## config.mk

```make
export PLATFORM = sky130hd
export DESIGN_NAME = aalc_lock_classifier
export DESIGN_NICKNAME = d
export VERILOG_FILES = /design/src/aalc_pkg.sv /design/src/aalc_lim_if.sv /design/src/aalc_lock_classifier.sv /design/src/aalc_lock_limiter.sv
export SDC_FILE = /design/constraint.sdc
export NUM_CORES = 1
export LEC_CHECK = 0
export BUFFER_PORTS_ARGS = -buffer_cell sky130_fd_sc_hd__buf_2
export CORE_UTILIZATION = 49
export CTS_CLUSTER_SIZE = 20
export DETAILED_ROUTE_END_ITERATION = 10
export HOLD_SLACK_MARGIN = 0.05
export PLACE_DENSITY = 0.81
export SLEW_MARGIN = 20
export SYNTH_ARGS = -nofsm -noshare
export SYNTH_HDL_FRONTEND = slang
export SYNTH_SLANG_ARGS = --single-unit
```

## constraint.sdc

```tcl
create_clock -name clk -period 2.85 [get_ports clk]
set_clock_uncertainty 0.2 [all_clocks]
set_input_delay 0.57 -clock clk [delete_from_list [all_inputs] [get_ports clk]]
set_output_delay 0.57 -clock clk [all_outputs]
set_load 0.1 [all_outputs]
```

## src/aalc_pkg.sv

```systemverilog
// Shared types and constants of the atomic access lock classifier
package aalc_pkg;

   // Memory types presented with each access
   typedef enum logic [2:0] {
      MT_UC  = 3'h0,
      MT_CD  = 3'h1,
      MT_WC  = 3'h2,
      MT_WCP = 3'h3,
      MT_WP  = 3'h4,
      MT_WT  = 3'h5,
      MT_WRITEBACK = 3'h6
   } aalc_mtype_e;

   // What the access is done on behalf of
   typedef enum logic [2:0] {
      K_PLAIN     = 3'h0,
      K_SW_ATOMIC = 3'h1,
      K_SEG_ACC   = 3'h2,
      K_GATE_ACC  = 3'h3,
      K_PAGE_AD   = 3'h4
   } aalc_kind_e;

   typedef enum logic [3:0] {
      ST_IDLE     = 4'h1,
      ST_DECIDE   = 4'h2,
      ST_LOCK_REQ = 4'h4,
      ST_ACCESS   = 4'h8
   } aalc_state_e;

   localparam int SIZE_W       = 3;
   localparam int QWORD_LOG2   = 3;
   localparam int DQWORD_LOG2  = 4;
   localparam int OFF_W        = 16;
   localparam int WIDE_VEC_BIT = 28;
   localparam int ID_W         = 32;
   localparam int LINE_FIELD_W = 8;
   localparam int LINE_BYTES   = 64;
   localparam int LIMIT_W      = 8;
   localparam int COUNT_W      = 16;
   localparam int CLK_MHZ      = 50;
   localparam int LOCK_WIN_US  = 100;
   localparam int LOCK_WIN_CYC = LOCK_WIN_US * CLK_MHZ;

endpackage

```

## src/aalc_lim_if.sv

```systemverilog
// Carrier between the classifier and its bus lock limiter
`timescale 1ns/1ps
`default_nettype none
interface aalc_lim_if;
   logic                          event_p;
   logic [aalc_pkg::LIMIT_W-1:0]  limit;
   logic                          throttle;
   logic [aalc_pkg::COUNT_W-1:0]  total;

   modport ctl (output event_p, output limit, input throttle, input total);
   modport lim (input event_p, input limit, output throttle, output total);
endinterface
`default_nettype wire

```

## src/aalc_lock_classifier.sv

```systemverilog
// Locked access classifier: cacheable lock versus bus lock
`timescale 1ns/1ps
`default_nettype none
module aalc_lock_classifier #(
   parameter int ADDR_W          = 48,
   parameter int LINE_BYTES      = aalc_pkg::LINE_BYTES,
   parameter int LOCK_ALIGN_LOG2 = 6,
   parameter int LOCK_WIN_CYC    = aalc_pkg::LOCK_WIN_CYC
) (
   // Clock, reset, enable
   input  wire logic                              clk,
   input  wire logic                              sys_rst,
   input  wire logic                              ce,
   // Access request
   input  wire logic                              req_valid,
   input  wire logic [ADDR_W-1:0]                 req_addr,
   input  wire logic [aalc_pkg::SIZE_W-1:0]       req_size_log2,
   input  wire aalc_pkg::aalc_mtype_e             req_mtype,
   input  wire aalc_pkg::aalc_kind_e              req_kind,
   input  wire logic                              req_locked,
   output logic                                   req_ready,
   // Configuration
   input  wire logic                              cfg_wide_vec,
   input  wire logic [aalc_pkg::LIMIT_W-1:0]      cfg_lock_limit,
   // Memory access pipeline
   output logic                                   access_go,
   input  wire logic                              access_done,
   // Decision
   output logic                                   dec_valid,
   output logic                                   dec_bus_lock,
   output logic                                   dec_atomic,
   output logic                                   dec_split,
   output logic                                   line_hold,
   // System bus lock handshake
   output logic                                   bus_lock_req,
   input  wire logic                              bus_lock_gnt,
   // Bus lock reporting
   output logic                                   bus_lock_event,
   output logic                                   bus_lock_throttle,
   output logic [aalc_pkg::COUNT_W-1:0]           bus_lock_count,
   // Identification words
   output logic [aalc_pkg::ID_W-1:0]              id_feature_word,
   output logic [aalc_pkg::ID_W-1:0]              id_l1d_word
);
   localparam int LINE_LOG2 = $clog2(LINE_BYTES);

   if ((1 << LINE_LOG2) != LINE_BYTES || LINE_BYTES >= (1 << aalc_pkg::LINE_FIELD_W) ||
       LINE_BYTES < (1 << aalc_pkg::DQWORD_LOG2)) begin : g_bad_line
      $error("LINE_BYTES must be a power of two from 16 to 128");
   end
   if (LOCK_ALIGN_LOG2 < aalc_pkg::QWORD_LOG2 || LOCK_ALIGN_LOG2 > LINE_LOG2) begin : g_bad_al
      $error("LOCK_ALIGN_LOG2 must lie between quadword and line size");
   end
   if (ADDR_W < aalc_pkg::OFF_W || LOCK_WIN_CYC < 2) begin : g_bad_misc
      $error("ADDR_W or LOCK_WIN_CYC too small");
   end

   // True when the access runs past a 2**blog2 byte boundary
   function automatic logic crosses(input logic [ADDR_W-1:0]           a,
                                    input logic [aalc_pkg::SIZE_W-1:0] sz,
                                    input int unsigned                 blog2);
      logic [aalc_pkg::OFF_W-1:0] off;
      logic [aalc_pkg::OFF_W-1:0] last;
      off  = a[aalc_pkg::OFF_W-1:0] & aalc_pkg::OFF_W'((32'h1 << blog2) - 32'h1);
      last = off + aalc_pkg::OFF_W'((32'h1 << sz) - 32'h1);
      return (last >> blog2) != '0;
   endfunction

   // True when the address is a multiple of the access size
   function automatic logic aligned(input logic [ADDR_W-1:0]           a,
                                    input logic [aalc_pkg::SIZE_W-1:0] sz);
      return (a[aalc_pkg::OFF_W-1:0] &
              aalc_pkg::OFF_W'((32'h1 << sz) - 32'h1)) == '0;
   endfunction

   aalc_pkg::aalc_state_e         state_q;
   logic                          ready_q;
   logic                          go_pend_q;
   logic                          go_q;
   logic [ADDR_W-1:0]             addr_q;
   logic [aalc_pkg::SIZE_W-1:0]   size_q;
   aalc_pkg::aalc_mtype_e         mtype_q;
   logic                          locked_q;
   logic                          wide_q;
   logic                          gnt_s1_q;
   logic                          gnt_s2_q;
   logic                          dec_valid_q;
   logic                          dec_bus_q;
   logic                          dec_atomic_q;
   logic                          dec_split_q;
   logic                          line_hold_q;
   logic                          bus_req_q;
   logic                          event_q;
   logic [aalc_pkg::ID_W-1:0]     id_feat_q;
   logic [aalc_pkg::ID_W-1:0]     id_l1d_q;

   logic                          take_w;
   logic                          lk_w;
   logic                          cacheable_w;
   logic                          nat_w;
   logic                          in_qw_w;
   logic                          atomic_w;
   logic                          non_wrbk_w;
   logic                          misal_w;
   logic                          line_x_w;
   logic                          oversize_w;
   logic                          bus_w;
   logic                          done_w;
   logic                          grant_w;

   aalc_lim_if lim_if ();

   aalc_lock_limiter #(
      .WIN_CYC (LOCK_WIN_CYC)
   ) u_lim (
      .clk     (clk),
      .sys_rst (sys_rst),
      .ce      (ce),
      .lim     (lim_if.lim)
   );

   // Limiter counts granted locks and throttles new lock requests
   assign lim_if.event_p = event_q;
   assign lim_if.limit   = cfg_lock_limit;

   assign take_w  = state_q == aalc_pkg::ST_IDLE && req_valid && ready_q;
   assign done_w  = state_q == aalc_pkg::ST_ACCESS && !go_pend_q && access_done;
   // A grant counts only while our own request stands
   assign grant_w = state_q == aalc_pkg::ST_LOCK_REQ && bus_req_q && gnt_s2_q;

   // System operations are implicitly locked
   always_comb begin
      unique case (req_kind)
         aalc_pkg::K_PLAIN:     lk_w = req_locked;
         aalc_pkg::K_SW_ATOMIC: lk_w = 1'b1;
         aalc_pkg::K_SEG_ACC:   lk_w = 1'b1;
         aalc_pkg::K_GATE_ACC:  lk_w = 1'b1;
         // Flag updates of a walk are not compared with in-flight prefetches
         aalc_pkg::K_PAGE_AD:   lk_w = 1'b1;
         default:               lk_w = 1'b1;
      endcase
   end

   // Single-access atomicity
   assign cacheable_w = mtype_q inside {aalc_pkg::MT_WP, aalc_pkg::MT_WT,
                                        aalc_pkg::MT_WRITEBACK};
   assign nat_w = aligned(addr_q, size_q) &&
                  (size_q <= aalc_pkg::SIZE_W'(aalc_pkg::QWORD_LOG2) ||
                   (wide_q && size_q <= aalc_pkg::SIZE_W'(aalc_pkg::DQWORD_LOG2)));
   assign in_qw_w = size_q < aalc_pkg::SIZE_W'(aalc_pkg::QWORD_LOG2) &&
                    !crosses(addr_q, size_q, aalc_pkg::QWORD_LOG2);
   assign atomic_w = locked_q || (cacheable_w && (nat_w || in_qw_w));

   // Lock classification
   assign non_wrbk_w = mtype_q != aalc_pkg::MT_WRITEBACK;
   assign misal_w    = crosses(addr_q, size_q, LOCK_ALIGN_LOG2);
   assign line_x_w   = crosses(addr_q, size_q, LINE_LOG2);
   assign oversize_w = size_q > aalc_pkg::SIZE_W'(aalc_pkg::DQWORD_LOG2);
   assign bus_w = locked_q && (non_wrbk_w || misal_w || line_x_w || oversize_w);

   // Grant pin synchroniser
   always_ff @(posedge clk) begin
      if (sys_rst) begin
         gnt_s1_q <= 1'b0;
         gnt_s2_q <= 1'b0;
      end else if (ce) begin
         gnt_s1_q <= bus_lock_gnt;
         gnt_s2_q <= gnt_s1_q;
      end
   end

   // Sequencer
   always_ff @(posedge clk) begin
      if (sys_rst) begin
         state_q   <= aalc_pkg::ST_IDLE;
         ready_q   <= 1'b1;
         go_pend_q <= 1'b0;
      end else if (ce) begin
         unique case (state_q)
            aalc_pkg::ST_IDLE: begin
               if (take_w) begin
                  state_q <= aalc_pkg::ST_DECIDE;
                  ready_q <= 1'b0;
               end
            end
            aalc_pkg::ST_DECIDE: begin
               if (bus_w) begin
                  state_q <= aalc_pkg::ST_LOCK_REQ;
               end else begin
                  state_q   <= aalc_pkg::ST_ACCESS;
                  go_pend_q <= 1'b1;
               end
            end
            aalc_pkg::ST_LOCK_REQ: begin
               if (grant_w) begin
                  state_q   <= aalc_pkg::ST_ACCESS;
                  go_pend_q <= 1'b1;
               end
            end
            aalc_pkg::ST_ACCESS: begin
               if (go_pend_q) begin
                  go_pend_q <= 1'b0;
               end else if (access_done) begin
                  state_q <= aalc_pkg::ST_IDLE;
                  ready_q <= 1'b1;
               end
            end
            default: begin
               state_q   <= aalc_pkg::ST_IDLE;
               ready_q   <= 1'b1;
               go_pend_q <= 1'b0;
            end
         endcase
      end
   end

   // Request capture
   always_ff @(posedge clk) begin
      if (sys_rst) begin
         addr_q   <= '0;
         size_q   <= '0;
         mtype_q  <= aalc_pkg::MT_UC;
         locked_q <= 1'b0;
      end else if (ce && take_w) begin
         addr_q   <= req_addr;
         size_q   <= req_size_log2;
         mtype_q  <= req_mtype;
         locked_q <= lk_w;
      end
   end

   // Start pulse for the memory access
   always_ff @(posedge clk) begin
      if (sys_rst) begin
         go_q <= 1'b0;
      end else if (ce) begin
         go_q <= state_q == aalc_pkg::ST_ACCESS && go_pend_q;
      end
   end

   // One decision per operation, issued a cycle ahead of the start pulse of a local access, earlier for a bus lock
   // Fields stay until the next decision so a slow reader still sees them
   always_ff @(posedge clk) begin
      if (sys_rst) begin
         dec_valid_q  <= 1'b0;
         dec_bus_q    <= 1'b0;
         dec_atomic_q <= 1'b0;
         dec_split_q  <= 1'b0;
      end else if (ce) begin
         dec_valid_q <= state_q == aalc_pkg::ST_DECIDE;
         if (state_q == aalc_pkg::ST_DECIDE) begin
            dec_bus_q    <= bus_w;
            dec_atomic_q <= atomic_w;
            dec_split_q  <= !atomic_w;
         end
      end
   end

   // Cacheable lock keeps the line local until the operation completes
   always_ff @(posedge clk) begin
      if (sys_rst) begin
         line_hold_q <= 1'b0;
      end else if (ce) begin
         if (state_q == aalc_pkg::ST_DECIDE && locked_q && !bus_w) begin
            line_hold_q <= 1'b1;
         end else if (done_w) begin
            line_hold_q <= 1'b0;
         end
      end
   end

   // Four-phase system lock handshake, held to completion
   // Waiting for the old grant to fall keeps a late release from reading as a new grant
   always_ff @(posedge clk) begin
      if (sys_rst) begin
         bus_req_q <= 1'b0;
      end else if (ce) begin
         if (state_q == aalc_pkg::ST_LOCK_REQ && !bus_req_q &&
             !gnt_s2_q && !lim_if.throttle) begin
            bus_req_q <= 1'b1;
         end else if (done_w) begin
            bus_req_q <= 1'b0;
         end
      end
   end

   // One pulse per granted bus lock
   always_ff @(posedge clk) begin
      if (sys_rst) begin
         event_q <= 1'b0;
      end else if (ce) begin
         event_q <= grant_w;
      end
   end

   // Identification words
   always_ff @(posedge clk) begin
      if (sys_rst) begin
         wide_q    <= 1'b0;
         id_feat_q <= '0;
         id_l1d_q  <= '0;
      end else if (ce) begin
         wide_q    <= cfg_wide_vec;
         id_feat_q <= aalc_pkg::ID_W'(cfg_wide_vec) << aalc_pkg::WIDE_VEC_BIT;
         id_l1d_q  <= aalc_pkg::ID_W'(aalc_pkg::LINE_FIELD_W'(LINE_BYTES));
      end
   end

   assign req_ready         = ready_q;
   assign access_go         = go_q;
   assign dec_valid         = dec_valid_q;
   assign dec_bus_lock      = dec_bus_q;
   assign dec_atomic        = dec_atomic_q;
   assign dec_split         = dec_split_q;
   assign line_hold         = line_hold_q;
   assign bus_lock_req      = bus_req_q;
   assign bus_lock_event    = event_q;
   assign bus_lock_throttle = lim_if.throttle;
   assign bus_lock_count    = lim_if.total;
   assign id_feature_word   = id_feat_q;
   assign id_l1d_word       = id_l1d_q;
endmodule
`default_nettype wire

```

## src/aalc_lock_limiter.sv

```systemverilog
// Bus lock counter and rate limiter
`timescale 1ns/1ps
`default_nettype none
module aalc_lock_limiter #(
   parameter int WIN_CYC = aalc_pkg::LOCK_WIN_CYC
) (
   // Clock, reset, enable
   input wire logic clk,
   input wire logic sys_rst,
   input wire logic ce,
   // Link to the classifier
   aalc_lim_if.lim  lim
);
   localparam int CW = $clog2(WIN_CYC);

   logic [CW-1:0]                 win_q;
   logic                          wrap_w;
   logic [aalc_pkg::LIMIT_W-1:0]  cnt_q;
   logic [aalc_pkg::COUNT_W-1:0]  total_q;
   logic                          throttle_q;

   assign wrap_w = win_q == CW'(WIN_CYC - 1);

   // Window timer
   always_ff @(posedge clk) begin
      if (sys_rst) begin
         win_q <= '0;
      end else if (ce) begin
         win_q <= wrap_w ? '0 : win_q + 1'b1;
      end
   end

   // Locks seen in the current window
   always_ff @(posedge clk) begin
      if (sys_rst) begin
         cnt_q <= '0;
      end else if (ce) begin
         if (wrap_w) begin
            cnt_q <= lim.event_p ? aalc_pkg::LIMIT_W'(1) : '0;
         end else if (lim.event_p && cnt_q != '1) begin
            cnt_q <= cnt_q + 1'b1;
         end
      end
   end

   // Throttle while the window quota is used up; zero limit disables
   always_ff @(posedge clk) begin
      if (sys_rst) begin
         throttle_q <= 1'b0;
      end else if (ce) begin
         throttle_q <= !wrap_w && lim.limit != '0 && cnt_q >= lim.limit;
      end
   end

   // Saturating total for software reporting
   always_ff @(posedge clk) begin
      if (sys_rst) begin
         total_q <= '0;
      end else if (ce && lim.event_p && total_q != '1) begin
         total_q <= total_q + 1'b1;
      end
   end

   assign lim.throttle = throttle_q;
   assign lim.total    = total_q;
endmodule
`default_nettype wire

```

==> results.yml <==
drt:
  route.top_layer_used: "met4"
  first_iter_violations: 152
  wl_per_cell_um: 12.14
  wl_met1_um: 3651
  drt_wl_total_um: 8035
  viasPerCell: 5.142
  wl_met3_um: 357
  dr_wl_met2_um: 3882
  drtPass1Iterations: 4
  ant_nets: 0
  drc_errors: 0
  vias: 3404
critical_path:
  critical_path.max_fanout: 9
  cp_slowest_cell: "dfxtp_1"
  cp_num_buf_inv: 1
  arrival_ns: 2.38
  r2r_slack_ns: 0.56
  startpoint_type: "flip-flop"
  cpLargestDelayFamily: "simple AND/OR/NAND/NOR gates"
  critical_path_class: "flip-flop to flip-flop"
  end_kind: "flip-flop"
  slowest_delay_ns: 0.51
  critPathRequiredTime_ns: 2.94
  path_cells: "and2_1 > nand2_1 > ha_1 > nand2b_1 > nand4b_1 > a211oi_1 > buf_4 > o21ai_0 > a21oi_1"
cells_and_area:
  fin_util_pct: 55.93
  fin_cells: 662
  nFillCells: 713
  fin_area_mm2: 0.004367
  synthToLayoutAreaGrowth_pct: 8.757
  drive_gt1_share_pct: 15.89
  antenna_cells: 0
  fin_nets: 645
global_routing:
  grt_max_degree: 51
  antenna_found_initial: 0
  first_global_vias: 3220
  grt_pass1_wl_um: 13860
  overflow: 0
  grt_usage_pct: 19.99
placement:
  dp_cells: 646
  io_buffers: 60
  detailed_place_hpwl_um: 5948
  pre_cts_ws_ns: 0.4670
  place_congestion: 0.8392
  placed_area_mm2: 0.004180
sta:
  rsz0062_at_grt: "false"
  fin_crit_ns: 2.290
  hold_violations: 0
  setup_viol_count_final: 0
  fmax_mhz: 436.7
  slew_headroom_pct: 60.82
  drv_slew: 0
  min_period_over_period_pct: 80.35
  finalWorstSetupSlack_ns: 0.5600
  tns_ns: 0
  tightest_slew_ns: 0.5832
  hold_slack_ns: 0.2498
floorplanning:
  coreArea_mm2: 0.007807
  dieArea_mm2: 0.008560
  die_h_um: 92.52
  core.rowCount: 32
  die_x_um: 92.52
  start_util_pct: 51.43
  pin_count: 163
pwr:
  vdd_ir_drop_max_mv: 0.3375
  powerDensity_mw_per_mm2: 537.9
  p_total_mw: 2.349
  leakage_nw: 1.894
job:
  maxCapViolations: 0
yosys:
  synth-async-reset-ratio_pct: 0
  ys.flop_type: "dfxtp_1"
  synth_edf_count: 0
  ys_types: 56
  yosysWarnings: 0
  ys_seq_area_share_pct: 35.40
  synth.top_cell.area_share_pct: 35.40
  synth_area_mm2: 0.004015
  synth_area_leaders: "dfxtp_1, buf_4, nand2_1, ha_1, a21oi_1"
  syn_area_per_cell_um2: 8.079
  synthCells: 497
  synth_top_area_cell: "dfxtp_1"
  ys_ff_latch: 71
clock_network:
  clk_pin_slew_ns: 0.09
  htree_num_levels: 3
  clock-sinks: 71
  clk_latency_ns: 0.36
  post_cts_buffers: 0
  ctsResizeCount: 0
  cts_made_buffers: 9
  ctsHoldBuffers: 0
  cts_tree: "built"
  clockBufferDepth: 2
  cts-root-buf: "clkbuf_8"
status:
  outcome: "finished, final reports clean"
min_path:
  hp-class: "input port to flip-flop"
==> final timing paths <==
kind,start,end,cells past startpoint
worst max register to register,size_q[2]$_SDFFE_PP0P_,go_pend_q$_SDFFE_PP0P_,9
worst min-delay path,bus_lock_gnt,gnt_s1_q$_SDFFE_PP0P_,3
worst max-delay path,size_q[2]$_SDFFE_PP0P_,go_pend_q$_SDFFE_PP0P_,9
worst min register to register,addr_q[15]$_SDFFE_PP0P_,addr_q[15]$_SDFFE_PP0P_,2
==> area by class of cell <==
cell class                 count  area [um2]  area share, %
multi-input combinational    388        2207          50.54
sequential                    71        1421          32.55
timing repair buffer          68       360.3          8.252
tap                          102       127.6          2.923
clock buffer                   9       123.9          2.837
inverter                      17       63.81          1.461
clock inverter                 7       62.56          1.433
==> routing by layer <==
metal | vias to the layer above | global-route usage (%)
met1 | 1571 | 24.12
li1 | 1706 | -
met3 | 11 | 3.448
met2 | 116 | 34.07
met5 | - | 0
met4 | 0 | 10.03
==> placed cells by master, fill, tap and decap left out, types with 4 or more instances in the layout <==
master and instances:
dfxtp_1 71, conb_1 62, buf_2 60, nand2_1 59, nor2_1 50, a21oi_1 38
xnor2_1 20, ha_1 17, inv_1 16, nand3_1 16, nor3_1 13, nand4_1 12
and3_1 9, xor2_1 9, clkbuf_8 9, o21ai_0 8, buf_4 8, nand2b_1 7
nor4_1 7, nor4b_1 6, and2_1 5, mux2i_1 5, a211oi_1 4, and4_1 4
inv_6 4
==> Yosys cell counts (2+ instances only) <==
cell / instances
o2111ai_1: 2
and3_1: 9
nand4_1: 12
nor2_1: 50
nor4b_1: 6
inv_1: 16
xor2_1: 9
and2_1: 5
nor4_1: 7
o21ai_0: 8
o32ai_1: 2
and4_1: 4
dfxtp_1: 71
nor2b_1: 2
nor3_1: 13
a31oi_1: 2
xnor2_1: 20
buf_4: 63
nand2_1: 59
nand3_1: 16
buf_1: 2
buf_2: 6
nand2b_1: 7
clkbuf_1: 11
o41ai_1: 2
ha_1: 17
mux2i_1: 5
nor4bb_1: 2
a21oi_1: 38
a211oi_1: 4
or4_1: 2
==> worst reg2reg max path, stage by stage (launching register included) <==
cell and delay (ns):
dfxtp_1 0.51, and2_1 0.22, nand2_1 0.08, ha_1 0.23, nand2b_1 0.16, nand4b_1 0.18, a211oi_1 0.24, buf_4 0.19
o21ai_0 0.09, a21oi_1 0.14
==> power by group <==
part           switching, mW  internal, mW  leakage, nW
sequential            0.0263          1.02        0.575
combinational          0.467        0.0699         1.23
clock                  0.434         0.335       0.0931
total                  0.927          1.42         1.89
==> state kept, by name, summed over array words and instances (netlist names), 3 cells and up <==
register and count:
state_q 4, u_lim.lim.total 16, addr_q 8, size_q 3, mtype_q 3, u_lim.cnt_q 8, u_lim.win_q 13
==> logic make-up (layout without fill, tap and decap cells) <==
group           Yosys count  after routing  synth area share (%)
other cells               1             62               0.09340
xor+xnor                 29             29                 6.326
flops                    71             71                 35.40
simple gates            205            205                 25.77
compound gates           70             70                 10.53
mux                       5              5                 1.247
buf+inv                  99            101                 15.33
fa+ha+maj                17             17                 5.298
(Power assumes the default switching activity.)
